**src/sacc_pkg.sv**
```systemverilog
/*
  Shared constants and types of the SAR converter control block: register
  byte addresses, field positions, reset values, repeat and clock counts.
  Assumes a 32-bit AXI4-Lite register bus and a 12-bit byte address.
*/
package sacc_pkg;

  localparam int SACC_ADDR_W = 12;

  // Register byte addresses.
  localparam logic [11:0] SACC_ADDR_CONTROL = 12'h0_0E8;
  localparam logic [11:0] SACC_ADDR_ACCUM = 12'h0_0EC;
  localparam logic [11:0] SACC_ADDR_POWER = 12'h0_0F0;
  localparam logic [11:0] SACC_ADDR_RESULT = 12'h0_0F4;
  localparam logic [11:0] SACC_ADDR_UPPER = 12'h0_0F8;
  localparam logic [11:0] SACC_ADDR_LOWER = 12'h0_0FC;
  localparam logic [11:0] SACC_ADDR_CONFIG = 12'h0_100;
  localparam logic [11:0] SACC_ADDR_BITOP = 12'h0_104;

  // Field positions.
  localparam int SACC_TWELVE_BIT = 7;
  localparam int SACC_LOW_BIAS_BIT = 7;
  localparam int SACC_EIGHT_BIT = 5;
  localparam int SACC_BITOP_VAL = 3;

  // Reset values.
  localparam logic [7:0] SACC_CONTROL_RST = 8'h00;
  localparam logic [2:0] SACC_REPEAT_RST = 3'h0;
  localparam logic [4:0] SACC_DIV_RST = 5'h1F;
  localparam logic [15:0] SACC_LIMIT_RST = 16'h0000;

  // SAR clocks per conversion, and sub-conversions per 12-bit result.
  localparam logic [5:0] SACC_CLKS_8BIT = 6'd11;
  localparam logic [5:0] SACC_CLKS_10BIT = 6'd13;
  localparam logic [6:0] SACC_SUBS_12BIT = 7'd4;

  // Start source selections.
  localparam logic [2:0] SACC_SRC_SOFT = 3'b000;
  localparam logic [2:0] SACC_SRC_TMR0 = 3'b001;
  localparam logic [2:0] SACC_SRC_TMR2 = 3'b010;
  localparam logic [2:0] SACC_SRC_TMR3 = 3'b011;

  localparam logic [1:0] SACC_RESP_OKAY = 2'b00;
  localparam logic [1:0] SACC_RESP_SLVERR = 2'b10;

  // Control register layout, most significant bit first.
  typedef struct packed {
    logic on;
    logic burst;
    logic done;
    logic busy;
    logic win;
    logic [2:0] src;
  } sacc_ctrl_t;

  typedef enum logic {SACC_IDLE, SACC_CONV} sacc_state_t;

endpackage

```
**src/sacc_top.sv**
```systemverilog
/*
  SAR converter control: start source selection, single and burst
  sequencing, 12-bit four-step accumulation, flags and window compare,
  behind an AXI4-Lite slave. Assumes the analog SAR delivers its 10-bit
  code on sar_data when a sub-conversion's last SAR clock arrives, and that
  timer overflow inputs are one-cycle pulses synchronous to clk.
*/
`timescale 1ns/1ps

module sacc_top
  import sacc_pkg::*;
(
  input wire logic clk,
  input wire logic rst_b,
  input wire logic [SACC_ADDR_W-1:0] s_axi_awaddr,
  input wire logic s_axi_awvalid,
  output logic s_axi_awready,
  input wire logic [31:0] s_axi_wdata,
  input wire logic [3:0] s_axi_wstrb,
  input wire logic s_axi_wvalid,
  output logic s_axi_wready,
  output logic [1:0] s_axi_bresp,
  output logic s_axi_bvalid,
  input wire logic s_axi_bready,
  input wire logic [SACC_ADDR_W-1:0] s_axi_araddr,
  input wire logic s_axi_arvalid,
  output logic s_axi_arready,
  output logic [31:0] s_axi_rdata,
  output logic [1:0] s_axi_rresp,
  output logic s_axi_rvalid,
  input wire logic s_axi_rready,
  input wire logic timer0_ovf,
  input wire logic timer2_ovf,
  input wire logic timer3_ovf,
  input wire logic ext_convert_pin,
  input wire logic [9:0] sar_data,
  output logic analog_power_on,
  output logic low_bias_on,
  output logic [1:0] dac_rotation,
  output logic sar_clk_en,
  output logic sample_start
);

  logic [SACC_ADDR_W-1:0] wr_addr;
  logic [31:0] wr_data;
  logic [3:0] wr_strb;
  logic do_write;
  logic [7:0] ctrl_q;
  logic [2:0] repeat_count_sel;
  logic twelve_bit_sel;
  logic low_bias_sel;
  logic eight_bit_sel;
  logic [4:0] sar_div;
  logic [15:0] upper_limit;
  logic [15:0] lower_limit;
  logic [15:0] result;
  logic conv_busy;
  sacc_ctrl_t ctrl;
  sacc_ctrl_t eff_ctrl;
  sacc_state_t state;
  logic pin_q;
  logic start_req;
  logic start_accept;
  logic [4:0] div_cnt;
  logic [5:0] clk_cnt;
  logic [5:0] conv_len;
  logic [6:0] sub_idx;
  logic [6:0] sub_total;
  logic [6:0] next_total;
  logic [15:0] acc;
  logic [15:0] final_sum;
  logic [9:0] sub_code;
  logic sub_end;
  logic finish;
  logic in_window;
  logic ctrl_wr;
  logic bit_wr;
  logic [7:0] bit_mask;

  assign ctrl = sacc_ctrl_t'(ctrl_q);
  // A whole-byte write that sets the busy bit starts with the source and
  // enables it writes, not with those it replaces.
  assign eff_ctrl = ctrl_wr ? sacc_ctrl_t'(wr_data[7:0]) : ctrl;

  // Write address and data are taken independently; the write lands
  // once both are held and no response is pending.
  always_ff @(posedge clk or negedge rst_b) begin
    if (!rst_b) begin
      s_axi_awready <= 1'b1;
      s_axi_wready <= 1'b1;
      s_axi_bvalid <= 1'b0;
      s_axi_bresp <= SACC_RESP_OKAY;
      wr_addr <= '0;
      wr_data <= '0;
      wr_strb <= '0;
    end else begin
      if (s_axi_awvalid && s_axi_awready) begin
        s_axi_awready <= 1'b0;
        wr_addr <= s_axi_awaddr;
      end
      if (s_axi_wvalid && s_axi_wready) begin
        s_axi_wready <= 1'b0;
        wr_data <= s_axi_wdata;
        wr_strb <= s_axi_wstrb;
      end
      if (do_write) begin
        s_axi_bvalid <= 1'b1;
        case (wr_addr)
          SACC_ADDR_CONTROL, SACC_ADDR_ACCUM, SACC_ADDR_POWER, SACC_ADDR_RESULT,
          SACC_ADDR_UPPER, SACC_ADDR_LOWER, SACC_ADDR_CONFIG, SACC_ADDR_BITOP: begin
            s_axi_bresp <= SACC_RESP_OKAY;
          end
          default: begin
            s_axi_bresp <= SACC_RESP_SLVERR;
          end
        endcase
      end else if (s_axi_bvalid && s_axi_bready) begin
        s_axi_bvalid <= 1'b0;
        s_axi_awready <= 1'b1;
        s_axi_wready <= 1'b1;
      end
    end
  end

  assign do_write = !s_axi_awready && !s_axi_wready && !s_axi_bvalid;
  assign ctrl_wr = do_write && wr_addr == SACC_ADDR_CONTROL && wr_strb[0];
  assign bit_wr = do_write && wr_addr == SACC_ADDR_BITOP && wr_strb[0];
  assign bit_mask = 8'h01 << wr_data[2:0];

  // Read answers one cycle after the address is taken.
  always_ff @(posedge clk or negedge rst_b) begin
    if (!rst_b) begin
      s_axi_arready <= 1'b1;
      s_axi_rvalid <= 1'b0;
      s_axi_rdata <= '0;
      s_axi_rresp <= SACC_RESP_OKAY;
    end else if (s_axi_arvalid && s_axi_arready) begin
      s_axi_arready <= 1'b0;
      s_axi_rvalid <= 1'b1;
      s_axi_rresp <= SACC_RESP_OKAY;
      case (s_axi_araddr)
        SACC_ADDR_CONTROL: s_axi_rdata <= {24'h00_0000, ctrl_q[7:5], conv_busy, ctrl_q[3:0]};
        SACC_ADDR_ACCUM: s_axi_rdata <= {24'h00_0000, twelve_bit_sel, 4'h0, repeat_count_sel};
        SACC_ADDR_POWER: s_axi_rdata <= {24'h00_0000, low_bias_sel, 7'h00};
        SACC_ADDR_RESULT: s_axi_rdata <= {16'h0000, result};
        SACC_ADDR_UPPER: s_axi_rdata <= {16'h0000, upper_limit};
        SACC_ADDR_LOWER: s_axi_rdata <= {16'h0000, lower_limit};
        SACC_ADDR_CONFIG: s_axi_rdata <= {24'h00_0000, 2'b00, eight_bit_sel, sar_div};
        SACC_ADDR_BITOP: s_axi_rdata <= '0;
        default: begin
          s_axi_rdata <= '0;
          s_axi_rresp <= SACC_RESP_SLVERR;
        end
      endcase
    end else if (s_axi_rvalid && s_axi_rready) begin
      s_axi_rvalid <= 1'b0;
      s_axi_arready <= 1'b1;
    end
  end

  // Control register: a whole-byte write or a single-bit write; the
  // hardware set of either flag wins over a clear in the same cycle.
  always_ff @(posedge clk or negedge rst_b) begin
    if (!rst_b) begin
      ctrl_q <= SACC_CONTROL_RST;
    end else begin
      if (ctrl_wr) begin
        ctrl_q <= {wr_data[7:5], 1'b0, wr_data[3:0]};
      end else if (bit_wr) begin
        ctrl_q <= wr_data[SACC_BITOP_VAL] ? (ctrl_q | bit_mask) & 8'hEF : ctrl_q & ~bit_mask;
      end
      if (finish) begin
        ctrl_q[5] <= 1'b1;
        if (in_window) begin
          ctrl_q[3] <= 1'b1;
        end
      end
    end
  end

  // Configuration registers beside the control register.
  always_ff @(posedge clk or negedge rst_b) begin
    if (!rst_b) begin
      repeat_count_sel <= SACC_REPEAT_RST;
      twelve_bit_sel <= 1'b0;
      low_bias_sel <= 1'b0;
      eight_bit_sel <= 1'b0;
      sar_div <= SACC_DIV_RST;
      upper_limit <= SACC_LIMIT_RST;
      lower_limit <= SACC_LIMIT_RST;
    end else if (do_write) begin
      if (wr_addr == SACC_ADDR_ACCUM && wr_strb[0]) begin
        twelve_bit_sel <= wr_data[SACC_TWELVE_BIT];
        repeat_count_sel <= wr_data[2:0];
      end
      if (wr_addr == SACC_ADDR_POWER && wr_strb[0]) begin
        low_bias_sel <= wr_data[SACC_LOW_BIAS_BIT];
      end
      if (wr_addr == SACC_ADDR_CONFIG && wr_strb[0]) begin
        eight_bit_sel <= wr_data[SACC_EIGHT_BIT];
        sar_div <= wr_data[4:0];
      end
      if (wr_addr == SACC_ADDR_UPPER) begin
        if (wr_strb[0]) upper_limit[7:0] <= wr_data[7:0];
        if (wr_strb[1]) upper_limit[15:8] <= wr_data[15:8];
      end
      if (wr_addr == SACC_ADDR_LOWER) begin
        if (wr_strb[0]) lower_limit[7:0] <= wr_data[7:0];
        if (wr_strb[1]) lower_limit[15:8] <= wr_data[15:8];
      end
    end
  end

  // External pin edge detector; the pin is taken as synchronous.
  always_ff @(posedge clk or negedge rst_b) begin
    if (!rst_b) begin
      pin_q <= 1'b0;
    end else begin
      pin_q <= ext_convert_pin;
    end
  end

  always_comb begin
    start_req = 1'b0;
    if (eff_ctrl.src[2]) begin
      start_req = ext_convert_pin && !pin_q;
    end else begin
      case (eff_ctrl.src)
        SACC_SRC_SOFT: start_req = (ctrl_wr && wr_data[4])
                                   || (bit_wr && wr_data[2:0] == 3'd4 && wr_data[SACC_BITOP_VAL]);
        SACC_SRC_TMR0: start_req = timer0_ovf;
        SACC_SRC_TMR2: start_req = timer2_ovf;
        SACC_SRC_TMR3: start_req = timer3_ovf;
        default: start_req = 1'b0;
      endcase
    end
  end

  // A disabled converter ignores starts unless burst wakes it.
  assign start_accept = start_req && state == SACC_IDLE && (eff_ctrl.on || eff_ctrl.burst);

  always_comb begin
    next_total = 7'd1;
    if (eff_ctrl.burst) begin
      case (repeat_count_sel)
        3'd1: next_total = 7'd4;
        3'd2: next_total = 7'd8;
        3'd3: next_total = 7'd16;
        3'd4: next_total = 7'd32;
        3'd5: next_total = 7'd64;
        default: next_total = 7'd1;
      endcase
    end
    if (twelve_bit_sel && next_total < SACC_SUBS_12BIT) begin
      next_total = SACC_SUBS_12BIT;
    end
  end

  // In 12-bit mode each sub-conversion takes the 10-bit length, so four
  // of them cost 52 SAR clocks.
  assign conv_len = (eight_bit_sel && !twelve_bit_sel) ? SACC_CLKS_8BIT : SACC_CLKS_10BIT;
  assign sub_code = (eight_bit_sel && !twelve_bit_sel) ? {sar_data[9:2], 2'b00} : sar_data;
  assign sub_end = state == SACC_CONV && sar_clk_en && clk_cnt == conv_len - 6'd1;
  assign finish = sub_end && sub_idx == sub_total - 7'd1;
  assign final_sum = acc + {6'h00, sub_code};
  assign in_window = final_sum > upper_limit && final_sum < lower_limit;

  // SAR clock enable divided from clk, restarted with each conversion.
  always_ff @(posedge clk or negedge rst_b) begin
    if (!rst_b) begin
      div_cnt <= '0;
      sar_clk_en <= 1'b0;
    end else if (state != SACC_CONV || start_accept || finish) begin
      div_cnt <= '0;
      sar_clk_en <= 1'b0;
    end else if (div_cnt == sar_div) begin
      div_cnt <= '0;
      sar_clk_en <= 1'b1;
    end else begin
      div_cnt <= div_cnt + 5'd1;
      sar_clk_en <= 1'b0;
    end
  end

  // Sequencer: one start runs every sub-conversion of a burst or of a
  // 12-bit group and sums them; the sum is published only at the end.
  always_ff @(posedge clk or negedge rst_b) begin
    if (!rst_b) begin
      state <= SACC_IDLE;
      conv_busy <= 1'b0;
      clk_cnt <= '0;
      sub_idx <= '0;
      sub_total <= 7'd1;
      acc <= '0;
      result <= '0;
      dac_rotation <= 2'b00;
      sample_start <= 1'b0;
    end else begin
      sample_start <= 1'b0;
      case (state)
        SACC_IDLE: begin
          if (start_accept) begin
            state <= SACC_CONV;
            conv_busy <= 1'b1;
            clk_cnt <= '0;
            sub_idx <= '0;
            sub_total <= next_total;
            acc <= '0;
            dac_rotation <= 2'b00;
            sample_start <= 1'b1;
          end
        end
        SACC_CONV: begin
          if (sar_clk_en) begin
            clk_cnt <= sub_end ? 6'd0 : clk_cnt + 6'd1;
          end
          if (sub_end) begin
            acc <= final_sum;
            sub_idx <= sub_idx + 7'd1;
            dac_rotation <= dac_rotation + 2'd1;
            if (finish) begin
              state <= SACC_IDLE;
              conv_busy <= 1'b0;
              result <= final_sum;
            end else begin
              sample_start <= 1'b1;
            end
          end
        end
        default: state <= SACC_IDLE;
      endcase
    end
  end

  // Analog power and bias follow the enable, the busy state and the
  // low-bias select.
  always_ff @(posedge clk or negedge rst_b) begin
    if (!rst_b) begin
      analog_power_on <= 1'b0;
      low_bias_on <= 1'b0;
    end else begin
      analog_power_on <= ctrl.on || conv_busy || start_accept;
      low_bias_on <= low_bias_sel;
    end
  end
endmodule

```
**config.mk**
```make
export PLATFORM = sky130hd
export DESIGN_NAME = sacc_top
export DESIGN_NICKNAME = d
export VERILOG_FILES = /design/src/sacc_pkg.sv /design/src/sacc_top.sv
export SDC_FILE = /design/constraint.sdc
export NUM_CORES = 1
export LEC_CHECK = 0
export BUFFER_PORTS_ARGS = -buffer_cell sky130_fd_sc_hd__buf_2
export CAP_MARGIN = 20
export CORE_MARGIN = 2
export CORE_UTILIZATION = 30
export DETAILED_ROUTE_END_ITERATION = 8
export PLACE_DENSITY = 0.55
export SLEW_MARGIN = 10
export SYNTH_ARGS = -nofsm -noshare
export SYNTH_HDL_FRONTEND = slang
export SYNTH_SLANG_ARGS = --single-unit
export TNS_END_PERCENT = 20
```
**constraint.sdc**
```tcl
create_clock -name clk -period 3.6 [get_ports clk]
set_input_delay 0.72 -clock clk [delete_from_list [all_inputs] [get_ports clk]]
set_output_delay 0.72 -clock clk [all_outputs]
set_load 0.005 [all_outputs]
```
Word level (Yosys, flattened, before mapping)
Index checks and enable logic that the tools add are counted.
- register bits after elaboration: 188
- bits of input ports: 81
- add/subtract/negate cells: 7
- magnitude comparators: 3
- equality and inequality tests: 32
- shifts and indexed selects: 1
- mux-type cells: 56
- bitwise logic cells: 4
- reductions and logical operators: 56
- operators by type and width (kind ; count):
    equality test 12 x 8 -> 1 bit, second input constant ; 12
    one-hot mux 16 bit (7 select lines) ; 1
    equality test 12 x 9 -> 1 bit, second input constant ; 4
    one-hot mux 7 bit (5 select lines) ; 1
    2-to-1 mux 16 bit ; 2
    2-to-1 mux 8 bit ; 4
    one-hot mux 16 bit (2 select lines) ; 1
    2-to-1 mux 7 bit ; 4
    logical AND 1 bit ; 26
    2-to-1 mux 1 bit ; 25
    2-to-1 mux 6 bit ; 3
    AND reduction 3 bit ; 6
    adder 16 x 10 -> 16 bit ; 1
    greater-than comparator 16 bit ; 1
    < comparator 16 bit ; 1
    OR reduction 8 bit ; 2
    one-hot mux 7 bit (2 select lines) ; 1
    equality test 3 x 2 -> 1 bit, second input constant ; 4
    one-hot mux 6 bit (2 select lines) ; 1
    AND reduction 2 bit ; 6
    2-to-1 mux 2 bit ; 5
    2-to-1 mux 5 bit ; 2
    equality test 3 bit, second input constant ; 3
    AND 8 bit ; 1
    26 further kinds ; 42

Logic depth before layout (Yosys ltp)
Gate-level depths: netlist (run 1).
- word-level depth: 15
- mapped depth: 18

Least setup slack after synthesis (run 1)
Ideal clock, no wire load.
- kind: input -> register
- start: input sar_data[0]
- end: register ctrl_q[3] (netlist: ctrl[3])
- library setup time: 95 ps
- arrival: 3745 ps
- data required time: 3505 ps
- setup slack: -240 ps
- stages on the path: 15
- path buffers: 0
- cells stage by stage: and2_1 > ha_1 > fa_1 > a21o_1 > a21oi_1 > a21oi_1 > o22ai_1 > nor2_1 > xnor2_1 > ha_1 > nor2b_1 > o21ai_0 > o41ai_1 > or4_1 > o31ai_1
- cells in the longest elaborated chain, start to end: 6
- elaborated cells on any way between the ends: 7
- classes of those cells: add/sub (1); order compare (2); mux (3); reduce/logical (1)
- ends and longest elaborated chain (item ; line ; text):
    start, declared ; sacc_top.sv:36 ; input wire logic [9:0] sar_data,
    2-to-1 mux 2 bit * ; sacc_top.sv:262 ; assign sub_code = (eight_bit_sel && !twelve_bit_sel) ? {sar_data[9:2], 2'b00} : sar_data;
    adder 16 x 10 -> 16 bit * ; sacc_top.sv:265 ; assign final_sum = acc + {6'h00, sub_code};
    named net final_sum[14] ; sacc_top.sv:71 ; logic [15:0] final_sum;
    greater-than comparator 16 bit or < comparator 16 bit (tied branches) ; sacc_top.sv:266 ; assign in_window = final_sum > upper_limit && final_sum < lower_limit;
    logical AND 1 bit * ; sacc_top.sv:266 ;
    2-to-1 mux 1 bit * ; sacc_top.sv:174 ; if (in_window) begin
    2-to-1 mux 1 bit * ; sacc_top.sv:172 ; if (finish) begin
    end signal, assigned ; sacc_top.sv:168 ; ctrl_q <= {wr_data[7:5], 1'b0, wr_data[3:0]};
    end signal, assigned ; sacc_top.sv:170 ; ctrl_q <= wr_data[SACC_BITOP_VAL] ? (ctrl_q | bit_mask) & 8'hEF : ctrl_q & ~bit_mask;
    end, declared ; sacc_top.sv:48 ; logic [7:0] ctrl_q;
The timed path passes the listed nets; every way through them passes the cells marked *.
A chain may end at the register's enable or synchronous reset.

Worst setup path after layout (run 1)
- start: register twelve_bit_sel
- end: register ctrl_q[3] (netlist: ctrl[3])
- cells in the longest elaborated chain, start to end: 8
- elaborated cells on any way between the ends: 14
- classes of those cells: add/sub (2); order compare (2); eq/ne (1); mux (4); reduce/logical (5)
- ends and longest elaborated chain (item ; line ; text):
    start, declared ; sacc_top.sv:50 ; logic twelve_bit_sel;
    start signal, assigned ; sacc_top.sv:193 ; twelve_bit_sel <= wr_data[SACC_TWELVE_BIT];
    logical NOT 1 bit * ; sacc_top.sv:262 ;
    logical AND 1 bit * ; sacc_top.sv:262 ;
    2-to-1 mux 2 bit * ; sacc_top.sv:262 ;
    adder 16 x 10 -> 16 bit * ; sacc_top.sv:265 ;
    named net final_sum[10] ; sacc_top.sv:71 ;
    greater-than comparator 16 bit or < comparator 16 bit (tied branches) ; sacc_top.sv:266 ;
    logical AND 1 bit * ; sacc_top.sv:266 ;
    2-to-1 mux 1 bit * ; sacc_top.sv:174 ;
    2-to-1 mux 1 bit * ; sacc_top.sv:172 ;
Marks and branches as above.

==> results of run 1 <==
synth_stat cells, drive strengths merged (5+ instances only):
cell type    n  area share [%]
dfrtp      159              44
nand2      126             5.2
o21ai       79             4.4
mux2        76             9.4
inv         54             2.2
ha          45             6.2
nor2        45             1.9
a21oi       32             1.8
buf         26             2.1
xor2        25             2.4
clkbuf      23            0.95
nand3       17            0.94
o22ai       17             1.2
mux2i       15             1.7
nor3        13            0.84
xnor2       13             1.3
nand4       12            0.83
o211ai      11            0.91
dfstp        9             2.6
a222oi       8            0.88
and2         8            0.57
a221oi       7            0.68
nand2b       7            0.48
or3          7            0.48
a21o         5            0.41
nand3b       5            0.41
sequential cells by signal (all words and copies together) (netlist names), 3 cells and up:
signal / flops
result: 16
lower_limit: 16
div_cnt: 5
sar_div: 5
wr_data: 16
wr_addr: 12
sub_total: 6
upper_limit: 16
s_axi_rdata: 16
repeat_count_sel: 3
clk_cnt: 6
acc: 16
sub_idx: 7
ctrl: 7
kinds of logic after synthesis:
| kind of cell | count (synthesis) | share of synthesized area, % |
|---|---|---|
| simple gates | 274 | 14.6 |
| compound gates | 181 | 12.3 |
| flops | 168 | 46.5 |
| buf+inv | 103 | 5.29 |
| mux | 91 | 11.1 |
| fa+ha+maj | 46 | 6.44 |
| xor+xnor | 38 | 3.67 |
| other cells | 1 | 0.0414 |
worst paths after layout:
kind,endpoint,slack [ns],cells after the start
setup / recovery,ctrl[3],-0.05,17
hold / removal,wr_data[11],0.27,1
setup reg to reg,ctrl[3],-0.05,17
hold reg to reg,s_axi_rdata[10],0.48,2
max in group asynchronous,sub_idx[4],2.56,2
min in group clk,pin_q,0.42,1
cell usage in the layout, fill, tap and decap left out, types with 5 or more instances in the layout:
master and instances:
nand2_1 126, nor3_1 11, ha_1 43, o22ai_1 16, a21oi_1 28, o21ai_0 73, mux2_2 75, nor2_1 42
nand3b_1 5, or3_1 7, conb_1 18, and2_1 6, nand3_1 17, xor2_1 24, a21o_1 5, clkbuf_16 17
inv_1 54, dfrtp_1 159, buf_4 70, nand2b_1 6, xnor2_1 12, dfstp_2 9, o211ai_1 11, a222oi_1 8
mux2i_1 15, a221oi_1 7, nand4_1 12, buf_2 90
area by class of cell:
type | count | area [um^2] | share of cell area, %
multi-input cells | 648 | 4550 | 41.2
flip-flops and latches | 168 | 4220 | 38.2
repair buffers | 164 | 1040 | 9.41
well taps | 390 | 488 | 4.42
clock buffers | 19 | 443 | 4.01
inverters | 54 | 203 | 1.84
clock inverters | 13 | 100 | 0.907
stage by stage:
stage | cells | setup WS (ns) | area, um^2 | util [%] | power (mW)
after detailed placement | 1415 | -0.472 | 10300 | 34.8 | 6.06
after floorplan | 919 | 0.00133 | 9160 | - | 4.63
final | 1456 | -0.0459 | 11000 | 37.1 | 8.04
after global routing | 1456 | -0.199 | 11000 | 37.1 | 8.72
after global placement | 1415 | -0.413 | 10300 | 34.8 | 6.01
after CTS | 1455 | -0.0332 | 11000 | 37.0 | 8.00
metal layers:
layer,up-vias,part of all wire (%),GRT usage (%)
met1,3395,47,20.8
li1,3456,-,-
met4,0,1.2,3.42
met3,16,4.0,2.66
met2,147,48,25.2
met5,-,0,0
repair_timing:
| action | CTS | global route |
|---|---|---|
| endpoints found under the hold margin | 0 | 0 |
| pin swaps | 13 | 8 |
| endpoints found under the setup margin | 1 | 1 |
| gates resized for setup | 10 | 8 |
| buffers inserted | 8 | 1 |
critical path, stage by stage (launching register included):
cell and delay [ns]:
dfrtp_1 0.38, nand2b_4 0.16, and2_4 0.17, ha_4 0.15, fa_2 0.36, a21o_1 0.20, a21oi_4 0.17, a21oi_4 0.10
o22ai_4 0.23, buf_6 0.14, xnor2_2 0.12, ha_1 0.27, buf_4 0.14, buf_4 0.12, nand4_1 0.07, a21oi_1 0.07
or4_1 0.47, o31ai_1 0.22
power by group through the flow:
stage / logic [mW] / registers, mW / clock network [mW]
2_1_floorplan: 2.04 / 2.59 / 0
3_3_place_gp: 3.22 / 2.78 / 0
3_5_place_dp: 3.27 / 2.79 / 0
4_1_cts: 3.48 / 2.76 / 1.76
5_1_grt: 4.05 / 2.83 / 1.84
6_report: 3.56 / 2.76 / 1.72
==> metrics, run 1 <==
outcome complete, but fails checks; failing checks negative setup slack; first drt pass iteration count 5; Layout Skew 0.0109 ns; clock root cell clkbuf_16; buffer levels on the longest clock path 2; Combinational Power Share 44.2%; Avg WL per Cell 15.9 um; Worst setup EP type flip-flop; clock share of power 21.4%; ys async rst share 100%; die outline height 178 um; number of CTS-inserted buffers 17; Fill cells ~3000; Nets approximately 1200; Worst Max-Slew Pin Slew a little under 1 ns; vias per cell around 4.8; worst hold slack 0.265 ns; Port Buf Inserts 91; starting density of the core between 30% and 40%; Max transition margin 33.8%; initial antenna violation count 0; Layout area overhead 21.9%; DIE AREA 31600 um^2; Pins Over Slew Limit 0; final setup fails 1; deepest level of the CTS H-tree 4; Vias 7014; # IOs 128; max-cap violation count 0; Top FF cell, synth dfrtp_1; minimum clock period 3.65 ns; internal power 5.06 mW; synthesis-stage register bit count 168; Max IR drop VDD around 330 uV; Fmax 274 MHz; WL final 23100 um; std cell rows 63; DR iter-0 viols 431; hold-fix buffers at CTS 0; Unique masters post-synth 66; post-DP HPWL approximately 17000 um; critical path class flip-flop to flip-flop; crit path max fanout 4; power density over the cells 728 nW/um^2; Post-Syn Instances ~900; slack of the critical path -0.0459 ns; cell area after synthesis 9060 um^2; post-route clock period utilization 101%; share of cells above drive strength 1 28.9%; Die Wd 178 um; core area 29700 um^2; RSZ-0062 raised after global routing yes; switching pwr 2.97 mW; sequential power share 34.3%; drt drc 0; Net Sw Frac 37.0%; Setup crit start kind flip-flop; yosys warns 0; Seq/Total Area, Yosys 46.5%; Critical Path Source twelve_bit_sel; HP Class input port to asynchronous set/reset pin; Worst Path Required approximately 4 ns; total gr overflow 0; largest net degree at the start of global routing 66; Post-synth EDFFs 0; Final ANT Viol Nets 0; number of global-route vias before repair about 6900; Lkg Pwr 4.96 nW; crit path DAT 3.97 ns; CTS sink count 168; first-pass GRT wire length between 30000 and 40000 um; Fin. Hold Viols 0; Antenna diodes 0; setup TNS -0.0459 ns; Placer Congestion 0.845; Total GRT Usage 15.2%; RR Startpoint twelve_bit_sel; CTS tree built; CTS clk-pin slew, worst paths 0.07 ns; clock latency on the worst-skew pair 0.43 ns; Synth Area per Inst 10.0 um^2
(Power assumes the default switching activity.)
==> run 2, diff against run 1 <==
ABC_AREA = 1   (was unset)
==> run 2 against run 1 <==
  * The run now ends clean
  * Sequential share of layout area rose by 0.46 points
  * Clock skew rose by 0.0053 ns
  * Utilization fell by 1.3 points
  * Register-to-register slack improved by 0.32 ns
  * Highest routed layer unchanged
==> metrics, run 2 <==
outcome complete, no violations; top cells by count, synth 293 x nand2_1, 159 x dfrtp_1, 117 x inv_1; Layout Skew 0.0162 ns (+0.00525 ns); number of global-route vias before repair 7346 (+7.1%); first drt pass iteration count 5 (unchanged); initial antenna violation count 0 (unchanged); post-DP HPWL 17700 um (+4.0%); max-cap violation count 0 (unchanged); std cell rows 64 (+1.6%); largest net degree at the start of global routing 74 (+12%); Worst Max-Slew Pin Slew 0.754 ns (-0.236 ns); post-route clock period utilization 92.5% (-8.8 points); Unique masters post-synth 48 (-27%); CTS clk-pin slew, worst paths 0.07 ns (about the same); clock latency on the worst-skew pair 0.44 ns (about the same); final setup fails 0 (-1); CTS tree built; share of cells above drive strength 1 16.0% (-13 points); minimum clock period 3.33 ns (-0.316 ns); fin util 35.8% (-1.3 points); most frequent cells in the layout 293 x nand2_1, 159 x dfrtp_1, 117 x inv_1; Post-synth EDFFs 0 (unchanged); sequential power share 36.3% (+2.0 points); # IOs 128 (unchanged); core area 30400 um^2 (+2.4%); Fin. Hold Viols 0 (unchanged); Synth Area per Inst 8.05 um^2 (-20%); Setup crit start kind flip-flop; WL final 24000 um (+3.8%); cell area after synthesis 9220 um^2 (+1.8%); Max IR drop VDD 322 uV (-2.1%); CTS sink count 168 (unchanged); HP Class input port to asynchronous set/reset pin; Worst setup EP type flip-flop; Max transition margin 49.6% (+16 points); Vias 7905 (+13%); Yosys top cell by area dfrtp_1; total gr overflow 0 (unchanged); Top FF cell, synth dfrtp_1; crit path DAT 3.69 ns (-0.28 ns); deepest level of the CTS H-tree 4 (unchanged); internal power 4.39 mW (-13%); Worst Path Required 3.96 ns (+0.03 ns); Antenna diodes 0 (unchanged); number of CTS-inserted buffers 17 (unchanged); Fmax 300 MHz (+9.5%); Nets 1387 (+18%); buffer levels on the longest clock path 2 (unchanged); Yosys top cell area share 43.1% (-0.77 points); most common cell after layout, fill and taps aside nand2_1; power density over the cells 636 nW/um^2 (-13%); clock share of power 29.2% (+7.8 points); first-pass GRT wire length 38900 um (+4.2%); Total GRT Usage 15.5% (+0.32 points); Pins Over Slew Limit 0 (unchanged); drt drc 0 (unchanged); top-count cell post-synth nand2_1; Net Sw Frac 36.6% (-0.36 points); switching pwr 2.54 mW (-15%); starting density of the core 30.3% (-0.18 points); RSZ-0062 raised after global routing no; ys async rst share 100% (unchanged); synthesis-stage register bit count 168 (unchanged); vias per cell 4.74 (-1.6%); DIE AREA 32200 um^2 (+1.8%); Area contributors post-synth dfrtp_1 43%, nand2_1 12%, ha_1 6.1%; Lkg Pwr 5.35 nW (+7.9%); Post-Syn Instances 1146 (+27%); Placer Congestion 0.817 (-3.3%); clock root cell clkbuf_16; die outline height 179 um (+0.87%); yosys warns 0 (unchanged); setup TNS 0 ns (+0.0459 ns); Final ANT Viol Nets 0 (unchanged); critical path class flip-flop to flip-flop; crit path max fanout 4 (unchanged); Layout area overhead 18.3%; Avg WL per Cell 14.4 um (-9.4%); Port Buf Inserts 91 (unchanged); worst hold slack 0.298 ns (+0.0329 ns); Combinational Power Share 34.5% (-9.7 points); Seq/Total Area, Yosys 45.7% (-0.82 points); DR iter-0 viols 609 (+41%); Die Wd 179 um (+0.87%); Post CTS Setup Buffer Count 0 (-8)
-- run 2: cell types whose count changed in the layout (fill, tap and decap cells not counted), sizes merged, moves of 39 or more --
cell and change:
nand2 +171, inv +78, nand3 +71, mux2 -68, nor2 +45, buf -39
-- run 2: cell families after synthesis --
family                     synth area share, %
and+or+nand+nor                           24.2
DFF                                       45.7
buffers and inverters                     8.30
other                                   0.0407
AOI/OAI and AO/OA                         11.4
muxes                                    0.977
xor gates and xnor gates                  3.04
adders and majority gates                 6.32
-- run 2: cell type report --
class / count / area, um^2
Clock buffer: 17 / 425
Clock inverter: 14 / 210
Fill cell: 3247 / 19500
Inverter: 131 / 492
Multi-Input combinational cell: 817 / 4340
Sequential cell: 168 / 4220
Tap cell: 396 / 495
Timing Repair Buffer: 125 / 729
-- run 2: worst paths after layout --
check / from / endpoint / slack [ns] / cells after the start
min in group clk: low_bias_sel / low_bias_on / 0.38 / 0
max in group asynchronous: rst_b / s_axi_awready / 2.40 / 2
max: eight_bit_sel / ctrl[3] / 0.27 / 22
min: rst_b / acc[8] / 0.30 / 1
min reg2reg: low_bias_sel / low_bias_on / 0.38 / 0
max reg2reg: eight_bit_sel / ctrl[3] / 0.27 / 22
-- run 2: worst max-delay path: stages (launching register included) --
cell and delay (ns):
dfrtp_1 0.36, inv_1 0.06, nor2_1 0.08, buf_4 0.15, nor2_1 0.05, ha_1 0.20
fa_1 0.40, nand3_1 0.10, nand2_1 0.08, nand4_1 0.09, nand3_2 0.09, a21oi_2 0.20
buf_4 0.14, xnor2_1 0.15, buf_4 0.18, ha_1 0.22, inv_1 0.07, nor3_1 0.05
a211oi_1 0.20, nand2_1 0.12, nand2_1 0.08, nand3_1 0.11, nand3_1 0.09
-- run 2: power by group through the flow --
stage          clock [mW]  combinational, mW  sequential (mW)
6_report             2.03               2.39             2.52
5_1_grt              2.14               2.75             2.57
2_1_floorplan           0               1.64             2.49
4_1_cts              2.07               2.39             2.52
3_3_place_gp            0               2.32             2.55
3_5_place_dp            0               2.38             2.55
-- run 2: layer usage --
layer	global-route usage, %	share of wire (%)	vias up
li1	-	-	3956
met1	23.1	51	3730
met2	22.6	42	200
met3	3.16	5.4	19
met4	4.44	1.4	0
met5	0	0	-
-- run 2: repair_timing --
item / CTS / global route
hold buffers: 0 / 0
resized for setup: 0 / 6
setup endpoints to repair: 0 / 1
-- run 2: through the flow --
| stage | setup slack [ns] | std cells | area [um^2] | power, mW |
|---|---|---|---|---|
| final | 0.270 | 1668 | 10900 | 6.93 |
| after global routing | 0.0262 | 1668 | 10900 | 7.47 |
| after CTS | 0.190 | 1668 | 10900 | 6.98 |
| after detailed placement | -0.0388 | 1637 | 10200 | 4.94 |
| after global placement | -0.0376 | 1637 | 10200 | 4.86 |
| after floorplan | 0.329 | 1163 | 9290 | 4.13 |
